[config.mk]
export PLATFORM = sky130hd
export DESIGN_NAME = vp_disable_control
export DESIGN_NICKNAME = d
export VERILOG_FILES = /design/src/core/vp_disable_pkg.sv /design/src/core/vp_disable_control.sv /design/src/core/vp_gate.sv
export SDC_FILE = /design/constraint.sdc
export NUM_CORES = 1
export LEC_CHECK = 0
export BUFFER_PORTS_ARGS = -buffer_cell sky130_fd_sc_hd__buf_2
export CORE_MARGIN = 8
export CORE_UTILIZATION = 38
export DETAILED_ROUTE_END_ITERATION = 12
export GPL_TIMING_DRIVEN = 0
export PLACE_DENSITY = 0.81
export SKIP_CTS_REPAIR_TIMING = 1
export SLEW_MARGIN = 25
export SYNTH_ARGS = -nofsm -noshare
export SYNTH_HDL_FRONTEND = slang
export SYNTH_SLANG_ARGS = --single-unit
[constraint.sdc]
create_clock -name MCLK -period 2.1 [get_ports MCLK]
set_clock_uncertainty 0.05 [all_clocks]
set_input_delay 0.21 -clock MCLK [delete_from_list [all_inputs] [get_ports MCLK]]
set_output_delay 0.21 -clock MCLK [all_outputs]
set_load 0.02 [all_outputs]
[src/core/vp_disable_pkg.sv]
// Package of constants and carrier types for the sibling disable control
package vp_disable_pkg;

  localparam int          NUM_SIB_DEFAULT = 3;
  localparam int          ADDR_W          = 4;
  localparam int          DEST_W          = 5;
  localparam int          DATA_W          = 32;

  localparam logic [ADDR_W-1:0] ADDR_VP_CTRL  = 4'h0;
  localparam logic [ADDR_W-1:0] ADDR_CFG_FIVE = 4'h4;

  localparam int          FLAG_BIT        = 0;
  localparam int          STATE_LSB       = 4;
  localparam int          MT_BIT          = 0;
  localparam logic        MT_RESET        = 1'b1;

  localparam logic [3:0]  RELEASE_MIN     = 4'h6;
  localparam logic [1:0]  HTRANS_NONSEQ   = 2'b10;
  localparam logic [2:0]  HSIZE_WORD      = 3'b010;
  localparam logic        HRESP_OKAY      = 1'b0;
  localparam logic [DEST_W-1:0] DEST_NONE = 5'h00;

  typedef enum logic [3:0] {
    ST_IDLE  = 4'b0001,
    ST_DRAIN = 4'b0010,
    ST_SYNC  = 4'b0100,
    ST_DONE  = 4'b1000
  } dvp_state_t;

  typedef struct packed {
    logic              valid;
    logic              is_disable;
    logic              oldest;
    logic [DEST_W-1:0] dest;
  } instr_req_t;

  typedef struct packed {
    logic              done;
    logic              exc_ri;
    logic              exc_cpu;
    logic              wr_en;
    logic [DEST_W-1:0] wr_addr;
    logic [DATA_W-1:0] wr_data;
  } retire_t;

  typedef struct packed {
    logic fetch_en;
    logic int_en;
    logic hold;
    logic bg_kill;
  } gate_t;

endpackage

[src/core/vp_disable_control.sv]
// Sibling virtual processor disable and enable control with AHB-Lite access
//
// Implementation choices: the AHB-Lite slave port and the register addresses.
`timescale 1ns/1ps
module vp_disable_control
  import vp_disable_pkg::*;
#(
  parameter int NUM_SIB = NUM_SIB_DEFAULT
) (
  input  wire logic               MCLK,
  input  wire logic               RST_N,
  // AHB-Lite slave
  input  wire logic               HSEL,
  input  wire logic [31:0]        HADDR,
  input  wire logic [1:0]         HTRANS,
  input  wire logic               HWRITE,
  input  wire logic [2:0]         HSIZE,
  input  wire logic [31:0]        HWDATA,
  input  wire logic               HREADY,
  output logic      [31:0]        HRDATA,
  output logic                    HREADYOUT,
  output logic                    HRESP,
  // Retire stage of the issuing processor
  input  wire instr_req_t         INSTR,
  input  wire logic [3:0]         ARCH_REV,
  input  wire logic               COP0_EN,
  output retire_t                 RETIRE,
  // Memory ordering barrier toward siblings
  output logic                    SYNC_REQ,
  input  wire logic               SYNC_ACK,
  // Sibling processors
  input  wire logic [NUM_SIB-1:0] OUTSTANDING,
  input  wire logic [NUM_SIB-1:0] BG_BUSY,
  input  wire logic [NUM_SIB-1:0] EXT_FETCH_EN,
  input  wire logic [NUM_SIB-1:0] STORED_IE,
  output logic      [NUM_SIB-1:0] FETCH_EN,
  output logic      [NUM_SIB-1:0] INT_EN,
  output logic      [NUM_SIB-1:0] VP_HOLD,
  output logic      [NUM_SIB-1:0] BG_KILL
);

  typedef struct packed {
    dvp_state_t        state;
    logic              flag;
    logic              mt;
    logic [DEST_W-1:0] dest;
    retire_t           ret;
    logic              sync_req;
    logic              wr_pend;
    logic [ADDR_W-1:0] wr_addr;
    logic [31:0]       hrdata;
    logic              hready;
    logic              hresp;
  } core_state_t;

  core_state_t st;
  core_state_t next_st;

  logic              take;
  logic              quiet;
  logic              hold_req;
  logic              bus_sel;
  logic [31:0]       ctrl_word;

  // A request is taken only while the previous retire pulse is gone,
  // so a requester that drops valid on seeing done is never retaken.
  assign take = (st.state == ST_IDLE) && INSTR.valid && INSTR.oldest
                && !st.ret.done;
  assign quiet = (OUTSTANDING == '0) && (BG_BUSY == '0);
  // Siblings stay held from the first drain cycle until enable
  assign hold_req = st.flag || (st.state != ST_IDLE);
  assign bus_sel = HSEL && (HTRANS == HTRANS_NONSEQ) && HREADY;

  always_comb begin
    ctrl_word = '0;
    ctrl_word[FLAG_BIT] = st.flag;
  end

  always_comb begin
    next_st = st;
    next_st.ret = '0;
    case (st.state)
      ST_IDLE: begin
        if (take) begin
          next_st.ret.done = 1'b1;
          if (ARCH_REV < RELEASE_MIN) begin
            next_st.ret.exc_ri = 1'b1;
          end else if (!COP0_EN) begin
            next_st.ret.exc_cpu = 1'b1;
          end else if (!INSTR.is_disable) begin
            // Gates reopen two cycles later, wait and pause states kept
            next_st.flag = 1'b0;
          end else if (!st.mt) begin
            next_st.ret.done = 1'b1;
          end else if (st.flag) begin
            // Already disabled: report it so nested pairs can back off
            next_st.ret.wr_en   = (INSTR.dest != DEST_NONE);
            next_st.ret.wr_addr = INSTR.dest;
            next_st.ret.wr_data = ctrl_word;
          end else begin
            next_st.ret.done = 1'b0;
            next_st.dest     = INSTR.dest;
            next_st.state    = ST_DRAIN;
          end
        end
      end
      ST_DRAIN: begin
        // Retire waits for siblings to empty and background to stop
        if (quiet) begin
          next_st.sync_req = 1'b1;
          next_st.state    = ST_SYNC;
        end
      end
      ST_SYNC: begin
        if (SYNC_ACK) begin
          next_st.sync_req = 1'b0;
          next_st.state    = ST_DONE;
        end
      end
      ST_DONE: begin
        // Value returned is the one before the flag changes
        next_st.ret.done    = 1'b1;
        next_st.ret.wr_en   = (st.dest != DEST_NONE);
        next_st.ret.wr_addr = st.dest;
        next_st.ret.wr_data = ctrl_word;
        next_st.flag        = 1'b1;
        next_st.state       = ST_IDLE;
      end
      default: begin
        next_st.state = ST_IDLE;
      end
    endcase

    // Zero wait states: read data is prepared during the address phase
    next_st.hready  = 1'b1;
    next_st.hresp   = HRESP_OKAY;
    next_st.wr_pend = bus_sel && HWRITE && (HSIZE == HSIZE_WORD);
    next_st.wr_addr = HADDR[ADDR_W-1:0];
    next_st.hrdata  = '0;
    if (bus_sel && !HWRITE) begin
      case (HADDR[ADDR_W-1:0])
        ADDR_VP_CTRL: begin
          next_st.hrdata = ctrl_word;
          next_st.hrdata[STATE_LSB +: $bits(dvp_state_t)] = st.state;
        end
        ADDR_CFG_FIVE: begin
          next_st.hrdata[MT_BIT] = st.mt;
        end
        default: begin
          next_st.hrdata = '0;
        end
      endcase
    end
    // Control register itself is read only; config bit steers no-op path
    if (st.wr_pend && (st.wr_addr == ADDR_CFG_FIVE)) begin
      next_st.mt = HWDATA[MT_BIT];
    end
  end

  always_ff @(posedge MCLK) begin
    if (!RST_N) begin
      st          <= '0;
      st.state    <= ST_IDLE;
      st.flag     <= 1'b0;
      st.mt       <= MT_RESET;
      st.hready   <= 1'b1;
    end else begin
      st <= next_st;
    end
  end

  assign HRDATA    = st.hrdata;
  assign HREADYOUT = st.hready;
  assign HRESP     = st.hresp;
  assign RETIRE    = st.ret;
  assign SYNC_REQ  = st.sync_req;

  // Issuer is not among the gated siblings, so its interrupts stay live
  genvar gi;
  generate
    for (gi = 0; gi < NUM_SIB; gi++) begin : g_sib
      vp_gate u_gate (
        .clk          (MCLK),
        .rst_n        (RST_N),
        .hold_req     (hold_req),
        .ext_fetch_en (EXT_FETCH_EN[gi]),
        .stored_ie    (STORED_IE[gi]),
        .fetch_en     (FETCH_EN[gi]),
        .int_en       (INT_EN[gi]),
        .hold         (VP_HOLD[gi]),
        .bg_kill      (BG_KILL[gi])
      );
    end
  endgenerate
endmodule

[src/core/vp_gate.sv]
// Per-sibling gating of fetch, interrupts and background activity
`timescale 1ns/1ps
module vp_gate
  import vp_disable_pkg::*;
(
  input  wire logic clk,
  input  wire logic rst_n,
  input  wire logic hold_req,
  input  wire logic ext_fetch_en,
  input  wire logic stored_ie,
  output logic      fetch_en,
  output logic      int_en,
  output logic      hold,
  output logic      bg_kill
);

  gate_t st;
  gate_t next_st;

  always_comb begin
    // Both controls must agree; neither can restart the other's stop
    next_st.fetch_en = ext_fetch_en && !hold_req;
    // Stored enable is only masked, never rewritten
    next_st.int_en   = stored_ie && !hold_req;
    // Wake from wait, pause or deferred exception is blocked while held
    next_st.hold     = hold_req;
    next_st.bg_kill  = hold_req;
  end

  always_ff @(posedge clk) begin
    if (!rst_n) begin
      st <= '0;
    end else begin
      st <= next_st;
    end
  end

  assign fetch_en = st.fetch_en;
  assign int_en   = st.int_en;
  assign hold     = st.hold;
  assign bg_kill  = st.bg_kill;

endmodule

======== Yosys cells after proc, flatten, opt, wreduce, memory -nomap -nowiden ========
Cells that the tools add are included.
storage, ports and cells
  bits in registers ....................... 99
  bits in latches ......................... 0
  RAM bits ................................ 0
  memory bits (read-only) ................. 0
  output and inout bits ................... 88
  memories ................................ 0
operators by class
  add/sub/neg operators ................... 0
  $mul .................................... 0
  div/mod/pow operators ................... 0
  magnitude comparators ................... 1
  equality and inequality tests ........... 18
  shift operators ......................... 0
  muxes and demuxes ....................... 32
  bitwise gates (word level) .............. 5
  reductions and logical operators ........ 35
operators with widths
  operator                                                         number
  38-bit 2-to-1 mux                                                4
  38-bit case mux with 2 select lines                              1
  46-bit 2-to-1 mux                                                1
  39-bit 2-to-1 mux                                                1
  6-bit 2-to-1 mux                                                 4
  4-bit 2-to-1 mux                                                 5
  5-bit 2-to-1 mux                                                 4
  2-bit inequality test, second input constant                     9
  1-bit logical AND                                                16
  4-bit by 3-bit == test with 1-bit output, second input constant  3
  4-bit case mux with 3 select lines                               1
  5-bit nonzero test                                               2
  3-bit AND reduction                                              3
  1-bit case mux with 2 select lines                               4
  8-bit AND reduction                                              1
  7-bit 2-to-1 mux                                                 1
  7-bit AND reduction                                              1
  3-bit logical NOT                                                2
  1-bit 2-to-1 mux                                                 6
  1-bit inverter                                                   5
  5-bit AND reduction                                              1
  4-bit by 1-bit == test with 1-bit output, second input constant  1
  4-bit by 2-bit == test with 1-bit output, second input constant  1
  4-bit == test, second input constant                             1
  other kinds (10)                                                 13

======== Longest topological paths before layout ========
Gate-level depths: netlist (run 1).
  depth in word-level cells ............... 8
  depth in mapped cells ................... 5
  mapped depth without buffers ............ 4

======== Cells and area by module ========
From an unflattened synthesis (run 1), not the netlist that was laid out.
second synthesis, totals
  cell total of the unflattened synthesis .. 231
  area, all modules ....................... 2163.3 µm²
by module, submodules not included
  module              times used  cells an instance  area each (µm²)
  vp_disable_control  1           210                1885.6
  vp_gate             3           7                  92.6

======== Worst setup path after synthesis (run 1) ========
Ideal clock, no wire load.
  kind .................................... register to register
  start point ............................. register st[89] (netlist name)
  end point ............................... register st[81] (netlist name)
  setup time .............................. 121 ps
  arrival ................................. 1384 ps
  path slack .............................. 545 ps
  stages on the path, launching flop included .. 6
  buffers on the path ..................... 1
  period minus slack after synthesis ...... 1555 ps
  cells stage by stage .................... dfxtp_1 -> buf_6 -> or4b_4 -> or2_4 -> o21ai_1 -> a21oi_1
between the ends
  cells in the longest elaborated chain, start to end .. 5
RTL lines
  element                                       RTL line                                            text
  start, declared                               vp_disable_control.sv:56                            core_state_t st;
  start signal, assigned                        vp_disable_control.sv:168                           st <= next_st;
  4-bit by 1-bit == test with 1-bit output (*)  vp_disable_control.sv:67, vp_disable_control.sv:82
  1-bit logical AND (2 in series)               vp_disable_control.sv:67                            assign take = (st.state == ST_IDLE) && INSTR.valid && INSTR.oldest
  1-bit logical AND                             vp_disable_control.sv:68                            && !st.ret.done;
  7-bit AND reduction (no line) (*)             --
Every way passes the cells marked *; elsewhere a longest branch is shown, timed or not.
A chain may end at the register's enable or synchronous reset.

======== Worst setup path after layout (run 1) ========
  start point ............................. register st[91] (netlist name)
  end point ............................... register st (netlist bit RETIRE[34])
between the ends
  cells in the longest elaborated chain, start to end .. 6
  elaborated cells between the ends (all ways) .. 7
  classes of those cells .................. 2 x eq/ne; 2 x mux; 3 x reduce/logical
RTL lines
  element                                   RTL line                                            text
  4-bit by 1-bit == test with 1-bit output  vp_disable_control.sv:67, vp_disable_control.sv:82
  1-bit logical AND (2 in series)           vp_disable_control.sv:67
  1-bit logical AND                         vp_disable_control.sv:68
  46-bit 2-to-1 mux                         vp_disable_control.sv:84                            if (take) begin
  38-bit case mux with 2 select lines (*)   vp_disable_control.sv:82                            case (st.state)
Marks and branches as above.

==> flow_results.org, run 1 <==
** Placed design
- Pre-CTS setup slack :: 403 ps
- The placed instances occupy a cell area of 2750 µm².
- Summed over all nets, the half-perimeter wirelength after detailed placement is 4.14 mm.
- Dpl cells :: 434
- Number of port buffers :: 67
- Routability congestion estimate :: 0.767

** Synthesis
- Most common library cells after synthesis :: sky130_fd_sc_hd__buf_4 (87), sky130_fd_sc_hd__dfxtp_1 (39), sky130_fd_sc_hd__and2_1 (14)
- Sequential elements use 37.1% of the synthesized area.
- The Yosys step of the flow raised 0 warnings.
- Post-synthesis cell count :: 237
- Count of unique library cells instantiated by Yosys :: 38
- Flip-flop and latch count after synthesis :: 39
- Cell area after synthesis :: 2110 µm²
- Top-count cell post-synth :: sky130_fd_sc_hd__buf_4
- Yosys mapped a number of flops with a built-in enable equal to 0.
- Dominant cells by area after synthesis :: sky130_fd_sc_hd__dfxtp_1 (37%), sky130_fd_sc_hd__buf_4 (31%), sky130_fd_sc_hd__and2_1 (4.2%)
- Averaged over all synthesized cells, the footprint is 8.89 µm².
- Area leader, netlist :: sky130_fd_sc_hd__dfxtp_1
- Ys async rst share :: 0%
- Fraction of post-synthesis cell area in the top cell type by area :: 37.1%
- In the synthesized netlist the dominant register cell turns out to be sky130_fd_sc_hd__dfxtp_1.

** Finish
- Final instance area :: 2870 µm²
- Compared with the post-synthesis result, the final layout area differs by 36.1%.
- ANT cells :: 0
- Number of inserted filler cells in the final layout :: 502
- Of the cells placed in the final design, the portion with a size suffix greater than 1 is 46.5%.
- Fin nets :: 469
- For this run, the number of standard cells in the final layout without fillers is 442.

** Timing
- Worst-margin pin slew :: 533 ps
- Static timing analysis puts the maximum clock frequency at 0.572 GHz.
- Post-route fraction of the period consumed by the critical path :: 83.3%
- Final hold violation count :: 0
- Worst-case setup margin in the final layout :: 351 ps
- In the final timing run, aggregate negative setup slack is 0 ps.
- Setup violations remaining at the end of the flow were counted as 0.
- Measured against its own limit, the worst slew margin works out to 64.1%.
- RSZ-0062 raised after global routing :: false
- Crit path time final :: 1750 ps
- Final Slew Violations :: 0

** Die
- The core region is 5440 µm².
- Vertical die dimension :: 90.4 µm
- The floorplan step defined a die boundary enclosing 8180 µm².
- Starting density of the core :: 38.7%
- Die X :: 90.4 µm
- I/O pin total :: 188
- In this run the core area contains 27 standard-cell rows.

** Route
- The detail route stage leaves a number of antenna-violating nets equal to 0.
- After detailed routing, the average wire length per cell comes to 10.8 µm.
- DRC errors left :: 0
- Total wire length after detailed routing :: 4.76 mm
- Total via count after detailed routing :: 1705
- In this run, the number of DRC markers left after iteration 0 of detailed routing was 79.
- Number of iterations in the first detailed-routing pass :: 4
- DR vias/cell :: 3.86

** Pwr
- Across the VDD grid, the largest voltage drop is 0.000388 V.
- Power after layout :: 1700 µW
- In this run the static leakage power is 0.00160 µW.
- Dividing total power by cell area gives a power density of 593 nW/µm².

** Global route
- The number of antenna violations at the first check in global routing came to 0.
- Maximum number of pins on one net before global-route repair :: 13
- For this run, the total global-route usage over all layers was measured as 11.1%.
- First-pass GRT wire length :: 7.56 mm
- Residual overflow from global routing :: 0
- Number of global-route vias before repair :: 1701

** Run
- Number of max-cap violations :: 0

** Critical path
- Reg2Reg Setup Slack :: 350 ps
- In this run the worst path has a maximum fanout of 7.
- Classification of the worst setup path :: reg2reg
- At the worst endpoint, the arrival time is 1930 ps.
- Type of destination of the critical path :: flop
- STA puts the critical path data required time at 2280 ps.
- The worst setup path is launched from a flop.

** Clock tree
- Counting every sink on the clock net gives 39.
- CTS root buf :: sky130_fd_sc_hd__clkbuf_8
- TritonCTS built the clock tree.
- Clk pin slew, worst setup/hold paths :: 70 ps
- The H-tree was split into 2 levels.
- The later pin in the worst-skew pair is clocked with a latency of 280 ps.
- Worst-case clock buffer depth :: 2
- Buffers inserted during clock tree synthesis total 5.

** Status
- The flow ran to the end, and the final reports show no timing, DRC or antenna violations.

** Worst hold path
- Hold Crit Class :: in2reg
-- path summary, 6_finish.rpt --
path,cells after the start,endpoint,from
worst max-delay path,5,RETIRE[34],st[91]
worst max register to register,5,RETIRE[34],st[91]
worst min-delay path,2,RETIRE[38],COP0_EN
worst min register to register,2,st[83],st[83]
-- cell type report --
| class | count | area, µm² | share of cell area, % |
|---|---|---|---|
| Multi-Input combinational cell | 162 | 853 | 29.8 |
| Clock inverter | 2 | 35.0 | 1.22 |
| Buffer | 92 | 682 | 23.8 |
| Tap cell | 72 | 90.1 | 3.14 |
| Clock buffer | 6 | 82.6 | 2.88 |
| Timing Repair Buffer | 67 | 335 | 11.7 |
| Sequential cell | 39 | 781 | 27.2 |
| Inverter | 2 | 7.51 | 0.262 |
-- layout by cell type, fill, tap and decap left out, types with 8 or more instances in the layout --
master,count
sky130_fd_sc_hd__nor2_1,13
sky130_fd_sc_hd__a21oi_1,9
sky130_fd_sc_hd__and2_1,14
sky130_fd_sc_hd__dfxtp_1,39
sky130_fd_sc_hd__buf_4,87
sky130_fd_sc_hd__nor3_1,8
sky130_fd_sc_hd__nand2_1,10
sky130_fd_sc_hd__conb_1,60
sky130_fd_sc_hd__nand3_1,9
sky130_fd_sc_hd__buf_2,68
-- report_power, final --
part	total, µW	switching [µW]	internal (µW)	leakage (µW)
Combinational	316	177	140	0.00122
Sequential	761	6.82	754	0.000317
Clock	623	239	384	0.0000612
Total	1700	423	1280	0.00160
-- per-layer routing --
metal | share of wire (%) | GRT usage (%) | vias to the layer above
met3 | 10 | 5.65 | 9
met4 | 1.8 | 5.27 | 0
met1 | 37 | 9.82 | 721
met2 | 51 | 20.4 | 69
met5 | 0 | 0 | -
li1 | - | - | 906
-- sequential cells by signal (all words and copies together) (netlist names) --
| name | count |
|---|---|
| st | 15 |
| RETIRE | 10 |
| HRDATA | 5 |
| g_sib.u_gate.fetch_en | 3 |
| g_sib.u_gate.int_en | 3 |
| SYNC_REQ | 1 |
| ctrl_word | 1 |
| g_sib.u_gate.hold | 1 |
-- logic make-up (layout without fill, tap and decap cells) --
kind of cell | Yosys count | in the layout | share of synthesized area, %
flip-flops | 39 | 39 | 37.1
AND/OR/NAND/NOR | 73 | 73 | 20.3
other | 2 | 60 | 0.357
AO/OA/AOI/OAI | 26 | 26 | 8.20
buffers and inverters | 94 | 169 | 32.7
multiplexers | 2 | 2 | 0.951
XOR/XNOR | 1 | 1 | 0.416
-- through the flow --
| stage | hold WS (ps) | util, % |
|---|---|---|
| floorplan | 237 | - |
| global placement | 358 | 50.5 |
| detailed placement | 357 | 50.5 |
| CTS | 58.0 | 52.7 |
| global route | 50.9 | 52.7 |
| finish | 66.0 | 52.7 |
-- critical path, cell delays in order (launching register included) --
cell,delay [ps]
sky130_fd_sc_hd__dfxtp_1,470
sky130_fd_sc_hd__inv_1,120
sky130_fd_sc_hd__nor4_1,520
sky130_fd_sc_hd__and2_1,200
sky130_fd_sc_hd__clkbuf_2,170
sky130_fd_sc_hd__a22o_1,160
(Power assumes the default switching activity.)
==> inputs of run 2 (changes only) <==
==> constraint.sdc (replaced) <==
create_clock -name MCLK -period 1.7 [get_ports MCLK]
set_clock_uncertainty 0.05 [all_clocks]
set_input_delay 0.17 -clock MCLK [delete_from_list [all_inputs] [get_ports MCLK]]
set_output_delay 0.17 -clock MCLK [all_outputs]
set_load 0.02 [all_outputs]
==> run 2 against run 1 <==
- the run now ends with setup timing left
- register-to-register slack lost 360 ps
- critical path depth is the same
- sequential cell count is the same
- die area is the same
- global-route usage is the same
- utilization grew 1.4 points
- sequential share of layout area shrank 0.58 points
- worst setup slack lost 360 ps
- fmax grew 2.1%
- worst hold slack lost 31 ps
- non-clock buffer count grew 4
- sequential power grew 24%
- critical path type unchanged
- critical endpoint unchanged
- largest power group unchanged
- highest routed layer unchanged
==> flow_results.org, run 2 (same netlist as run 1, synthesis figures left out) <==
** Critical path
- Sort of element at the start of the critical path :: flop
- Classification of the worst setup path :: reg2reg
- Type of destination of the critical path :: flop
- Required time of the critical path :: 1880 ps
- Critical path arrival :: 1890 ps
- Largest fanout on the critical path :: 7

** Timing
- Max Clock Freq :: 0.584 GHz
- Crit path time final :: 1710 ps
- Final setup viols :: 2
- Final hold violation count :: 0
- Post-route fraction of the period consumed by the critical path :: 101%
- For the pin with the worst max-slew slack, the measured transition is 491 ps.
- Worst-case setup margin in the final layout :: -12.5 ps
- Worst slew margin relative to its limit :: 67.0%
- RSZ-0062 raised after global routing :: true
- Final Slew Violations :: 0
- Hold is met by 34.9 ps.

** Clock tree
- CTS Buf Count :: 5
- TritonCTS built the clock tree.
- Clock-pin slew was measured on the worst setup and hold paths at 70 ps.
- The tree is rooted in a sky130_fd_sc_hd__clkbuf_8.
- No sink is reached through more buffers than the 2 on the longest clock path.
- CTS HTree Levels :: 2
- At the later pin of the worst-skew pair, clock insertion delay measures 290 ps.
- The clock drives 39 sinks.

** Pwr
- The share of total power dissipated in the clock network is 36.4%.
- Power share of the sequential group :: 44.5%
- For this design the static power due to leakage is 0.00163 µW.
- In this run the power density over the cells is 718 nW/µm².
- Net switching is 24.9% of the power.
- Summing internal, switching and leakage power gives 2110 µW.
- Cell internal power was estimated by the tool at 1590 µW.
- Switching power summed over all nets :: 527 µW
- Worst voltage drop across the vdd grid :: 0.000479 V
- Combinational logic is responsible for 19.0% of the overall power.

** Global route
- Entering global routing, the biggest net connects 13 pins.
- Global routing finished with a remaining overflow of 0.
- Number of global-route vias before repair :: 1701
- First-pass GRT wire length :: 7.56 mm
- The number of antenna violations at the first check in global routing was 0.
- For this run, the total global-route usage over all layers was measured as 11.1%.

** Route
- Total via count after detailed routing :: 1754
- After detailed routing, the average wire length per cell comes to 10.9 µm.
- After detailed routing, the number of vias per cell comes to 3.93.
- Summed over all layers, the routed wires come to 4.88 mm.
- In this run the remaining antenna-violating nets after routing total 0.
- DRC errors left :: 0
- Number of iterations in the first detailed-routing pass :: 4
- Initial DRC Count :: 77

** Placed design
- At the placement stage, the worst setup path has a slack of 3.16 ps.
- Dpl cells :: 434
- Routability congestion estimate :: 0.767
- Number of port buffers :: 67
- Once detailed placement completed, the half-perimeter wirelength came to 4.14 mm.

** Finish
- Synth-to-layout area growth :: 39.8%
- The register with the most flip-flops in the layout has 15 of them.
- FF+latch area :: 785 µm²
- Summing all multi-input logic gate instances after layout gives 886 µm².
- Register bank with the most flops :: st
- The number of antenna diodes in the final layout is 0.
- For this run, the share of the core covered by cells in the final layout is 54.1%.
- After the last flow step, the layout net total stands at 473.
- Non-Filler Instances :: 446
- Number of inserted filler cells in the final layout :: 495
- Commonest non-fill, non-tap cells in the layout :: sky130_fd_sc_hd__buf_4 (91), sky130_fd_sc_hd__buf_2 (67), sky130_fd_sc_hd__conb_1 (60)
- Share of cells above drive strength 1 :: 49.7%
- Leaving out fill and tap cells, the most frequent cell in the layout is sky130_fd_sc_hd__buf_4.

** Die
- Die X :: 90.4 µm
- The initial utilization of the core area, before any placement, comes to 38.7%.
- The floorplan step defined a core boundary enclosing 5440 µm².
- Die Outline Area :: 8180 µm²
- Vertical die dimension :: 90.4 µm
- I/O pin total :: 188
- Row Count :: 27

** Run
- Across the run, the number of max-cap violations was 0.

** Status
- The final reports fail on setup timing.
- Outcome :: finished, violations left

** Worst hold path
- Hold Crit Class :: in2reg
run 2: cell types whose count changed in the layout (fill, tap and decap cells not counted), sizes merged:
cell / before / now
buf: 156 / 160
run 2: layer usage:
metal  vias to the layer above  part of all wire (%)  GRT usage (%)
met3                        13                    10           5.65
met1                       748                    36           9.82
li1                        914                     -              -
met5                         -                     0              0
met2                        79                    51           20.4
met4                         0                   2.3           5.27
run 2: worst paths after layout:
path	from	to	slack, ps	cells past startpoint
setup reg to reg	RETIRE[40]	RETIRE[34]	-10	5
hold reg to reg	st[85]	st[85]	440	2
setup / recovery	RETIRE[40]	RETIRE[34]	-10	5
hold / removal	EXT_FETCH_EN[0]	g_sib[0].u_gate.fetch_en	30	2
run 2: cell type report:
class	count	area share, %
well taps	72	3.06
clock inverters	2	1.19
plain buffers	92	23.5
inverters	2	0.255
flip-flops and latches	39	26.7
clock buffers	6	2.81
repair buffers	71	12.4
multi-input cells	162	30.1
run 2: through the flow:
| stage | setup TNS (ps) | cell area [µm²] |
|---|---|---|
| floorplan | 0 | 2320 |
| global placement | 0 | 2750 |
| detailed placement | 0 | 2750 |
| CTS | -82.2 | 2870 |
| global route | -576 | 2940 |
| finish | -13.0 | 2940 |
run 2: critical path: stages (launching register included):
cell and delay (ps):
sky130_fd_sc_hd__dfxtp_2 320, sky130_fd_sc_hd__nand3b_1 180, sky130_fd_sc_hd__or3_4 390, sky130_fd_sc_hd__buf_8 140, sky130_fd_sc_hd__nor4b_4 390, sky130_fd_sc_hd__a22o_1 190
run 2: power groups by stage:
stage | combinational [µW] | sequential, µW | clock, µW
floorplan | 306 | 958 | 0
global placement | 378 | 959 | 0
detailed placement | 383 | 961 | 0
CTS | 383 | 940 | 793
global route | 433 | 942 | 852
finish | 402 | 941 | 770
==> inputs of run 3 (changes only) <==
==> config.mk (replaced) <==
export PLATFORM = sky130hd
export DESIGN_NAME = vp_disable_control
export DESIGN_NICKNAME = d
export VERILOG_FILES = /design/src/core/vp_disable_pkg.sv /design/src/core/vp_disable_control.sv /design/src/core/vp_gate.sv
export SDC_FILE = /design/constraint.sdc
export NUM_CORES = 1
export LEC_CHECK = 0
export CORE_UTILIZATION = 40
export DETAILED_ROUTE_END_ITERATION = 12
export DONT_BUFFER_PORTS = 1
export GPL_TIMING_DRIVEN = 0
export SKIP_CTS_REPAIR_TIMING = 1
export SLEW_MARGIN = 20
export SYNTH_ARGS = -nofsm -noshare
export SYNTH_HDL_FRONTEND = slang
export SYNTH_SLANG_ARGS = --single-unit
==> run 3 against run 2 <==
- the run ends with hold timing left
- sequential share of layout area rose by 1.5 points
- sequential power barely moved
- fmax rose by 1.3%
- utilization rose by 0.70 points
- first-iteration DRC count fell by 55%
- count of clock-buffer cells in the layout did not move
==> flow_results.org, run 3 (same netlist as run 1, synthesis figures left out) <==
** Global route
- Met1 layer usage reported by global route :: 15.0%
- Met3 Track Usage GR :: 6.23%
- Met2 Usage GRT :: 21.0%
- Global routing finished with a remaining overflow of 0.
- The first global-routing pass estimated 5.39 mm of wire.
- Maximum number of pins on one net before global-route repair :: 13
- Number of global-route vias before repair :: 1192
- Number of antenna violations at the first check in global routing :: 0
- Grt peak-use layer :: met2
- GRT Total Usage :: 13.0%

** Finish
- The finished cells cover 2780 µm².
- The layout has 500 filler cells.
- Commonest non-fill, non-tap cells in the layout :: sky130_fd_sc_hd__buf_4 (88), sky130_fd_sc_hd__conb_1 (60), sky130_fd_sc_hd__dfxtp_1 (36)
- ANT cells :: 0
- Register bank with the most flops :: st
- Max reg flops :: 15
- Share of cells above drive strength 1 :: 35.8%
- Fin nets :: 423
- The area growth from synthesis to layout is 32.1%.
- The library cell used most frequently in the layout, excluding fill and tap cells, is sky130_fd_sc_hd__buf_4.

** Timing
- Final Slew Violations :: 0
- RSZ-0062 raised after global routing :: true
- For the pin with the worst max-slew slack, the measured transition is 523 ps.
- Setup total negative slack on the finished layout was measured at 0 ps.
- The final count of hold timing violations was 2.
- Final setup viols :: 0
- Worst hold margin :: -12.9 ps
- After layout, the worst path uses 99.4% of the clock period.
- The worst path in the final design needs a cycle of 1690 ps, including I/O delays and setup.
- Max Clock Freq :: 0.592 GHz
- Worst slew margin relative to its limit :: 64.9%

** Critical path
- The worst setup path is captured at a flop.
- Required time of the critical path :: 1880 ps
- Sort of element at the start of the critical path :: flop
- Along the worst path, the maximum fanout reaches 6.
- The setup path with the least slack is of type reg2reg.
- At the worst endpoint, the arrival time is 1870 ps.

** Route
- DRC errors left :: 0
- For this block, the initial DRC count from the detailed router was 35.
- The pre-antenna-repair detailed-routing pass consisted of 4 iterations.
- Total wire length after detailed routing :: 3.89 mm
- Total via count after detailed routing :: 1574
- DR vias/cell :: 3.99
- Number of nets with antenna violations after routing :: 0
- Dividing the detail-routed wire length by the instance count gives 9.88 µm.

** Die
- Die Outline Area :: 5560 µm²
- In this run the count of I/O pins placed on the die edge is 188.
- Starting density of the core :: 41.5%
- The core region is 5070 µm².
- Row Count :: 26
- From left edge to right edge, the die measures 74.6 µm.
- Vertical die dimension :: 74.6 µm

** Pwr
- Power after layout :: 2080 µW
- VDD sags by at most 0.000469 V.
- For this design the static power due to leakage is 0.00141 µW.
- Dividing total power by cell area gives a power density of 749 nW/µm².

** Placed design
- In this run the cell area measured after placement is 2410 µm².
- Number of port buffers :: 0
- Placed wire-length estimate :: 2.90 mm
- Routability congestion estimate :: 0.736

** Clock tree
- Clock latency on the worst-skew pair :: 280 ps
- Number of clock sinks seen by CTS :: 39
- Clk pin slew, worst setup/hold paths :: 70 ps
- Clock tree from TritonCTS :: yes
- Worst-case clock buffer depth :: 2
- The H-tree was split into 2 levels.
- Buffers inserted during clock tree synthesis total 5.
- The root buffer cell chosen for the clock tree is sky130_fd_sc_hd__clkbuf_8.

** Status
- Outcome :: finished, violations left
- The final reports fail on hold timing.

** Run
- Number of max-cap violations :: 0

** Worst hold path
- Hold Crit Class :: in2reg
run 3: final timing paths:
| path | startpoint | end | slack (ps) | cells after the start |
|---|---|---|---|---|
| worst min-delay path | RST_N | RETIRE[0] | -10 | 2 |
| worst max-delay path | st[86] | RETIRE[34] | 10 | 5 |
| worst max register to register | st[86] | RETIRE[34] | 10 | 5 |
| worst min register to register | st[84] | st[84] | 440 | 2 |
run 3: area by class of cell:
class	count	area, µm²	share of cell area [%]
Buffer	92	688	24.7
Sequential cell	39	785	28.2
Inverter	2	7.51	0.270
Timing Repair Buffer	21	208	7.47
Clock inverter	2	35.0	1.26
Clock buffer	6	82.6	2.97
Multi-Input combinational cell	162	888	31.9
Tap cell	70	87.6	3.15
run 3: power by group:
group,switching (µW),internal [µW]
clock network,301,475
registers,7.70,932
logic,201,167
total,510,1570
run 3: worst max-delay path, stage by stage, from the launching register on:
cell                      delay, ps
sky130_fd_sc_hd__dfxtp_1        380
sky130_fd_sc_hd__nand3_2        110
sky130_fd_sc_hd__or3_1          370
sky130_fd_sc_hd__buf_6          140
sky130_fd_sc_hd__nor4b_4        390
sky130_fd_sc_hd__a22o_1         190
run 3: metal layers:
layer	up-vias	wire length, µm	share of wire, %
met2	91	1870	48
li1	813	-	-
met5	-	0	0
met1	668	1590	41
met4	0	23	0.59
met3	2	414	11
run 3: metrics by stage:
stage	utilization (%)	worst slack [ps]	cells
detailed placement	47.5	11.9	365
finish	54.8	9.54	394
global route	54.8	-104	394
CTS	49.8	-8.30	373
global placement	47.5	11.0	365
floorplan	-	145	295
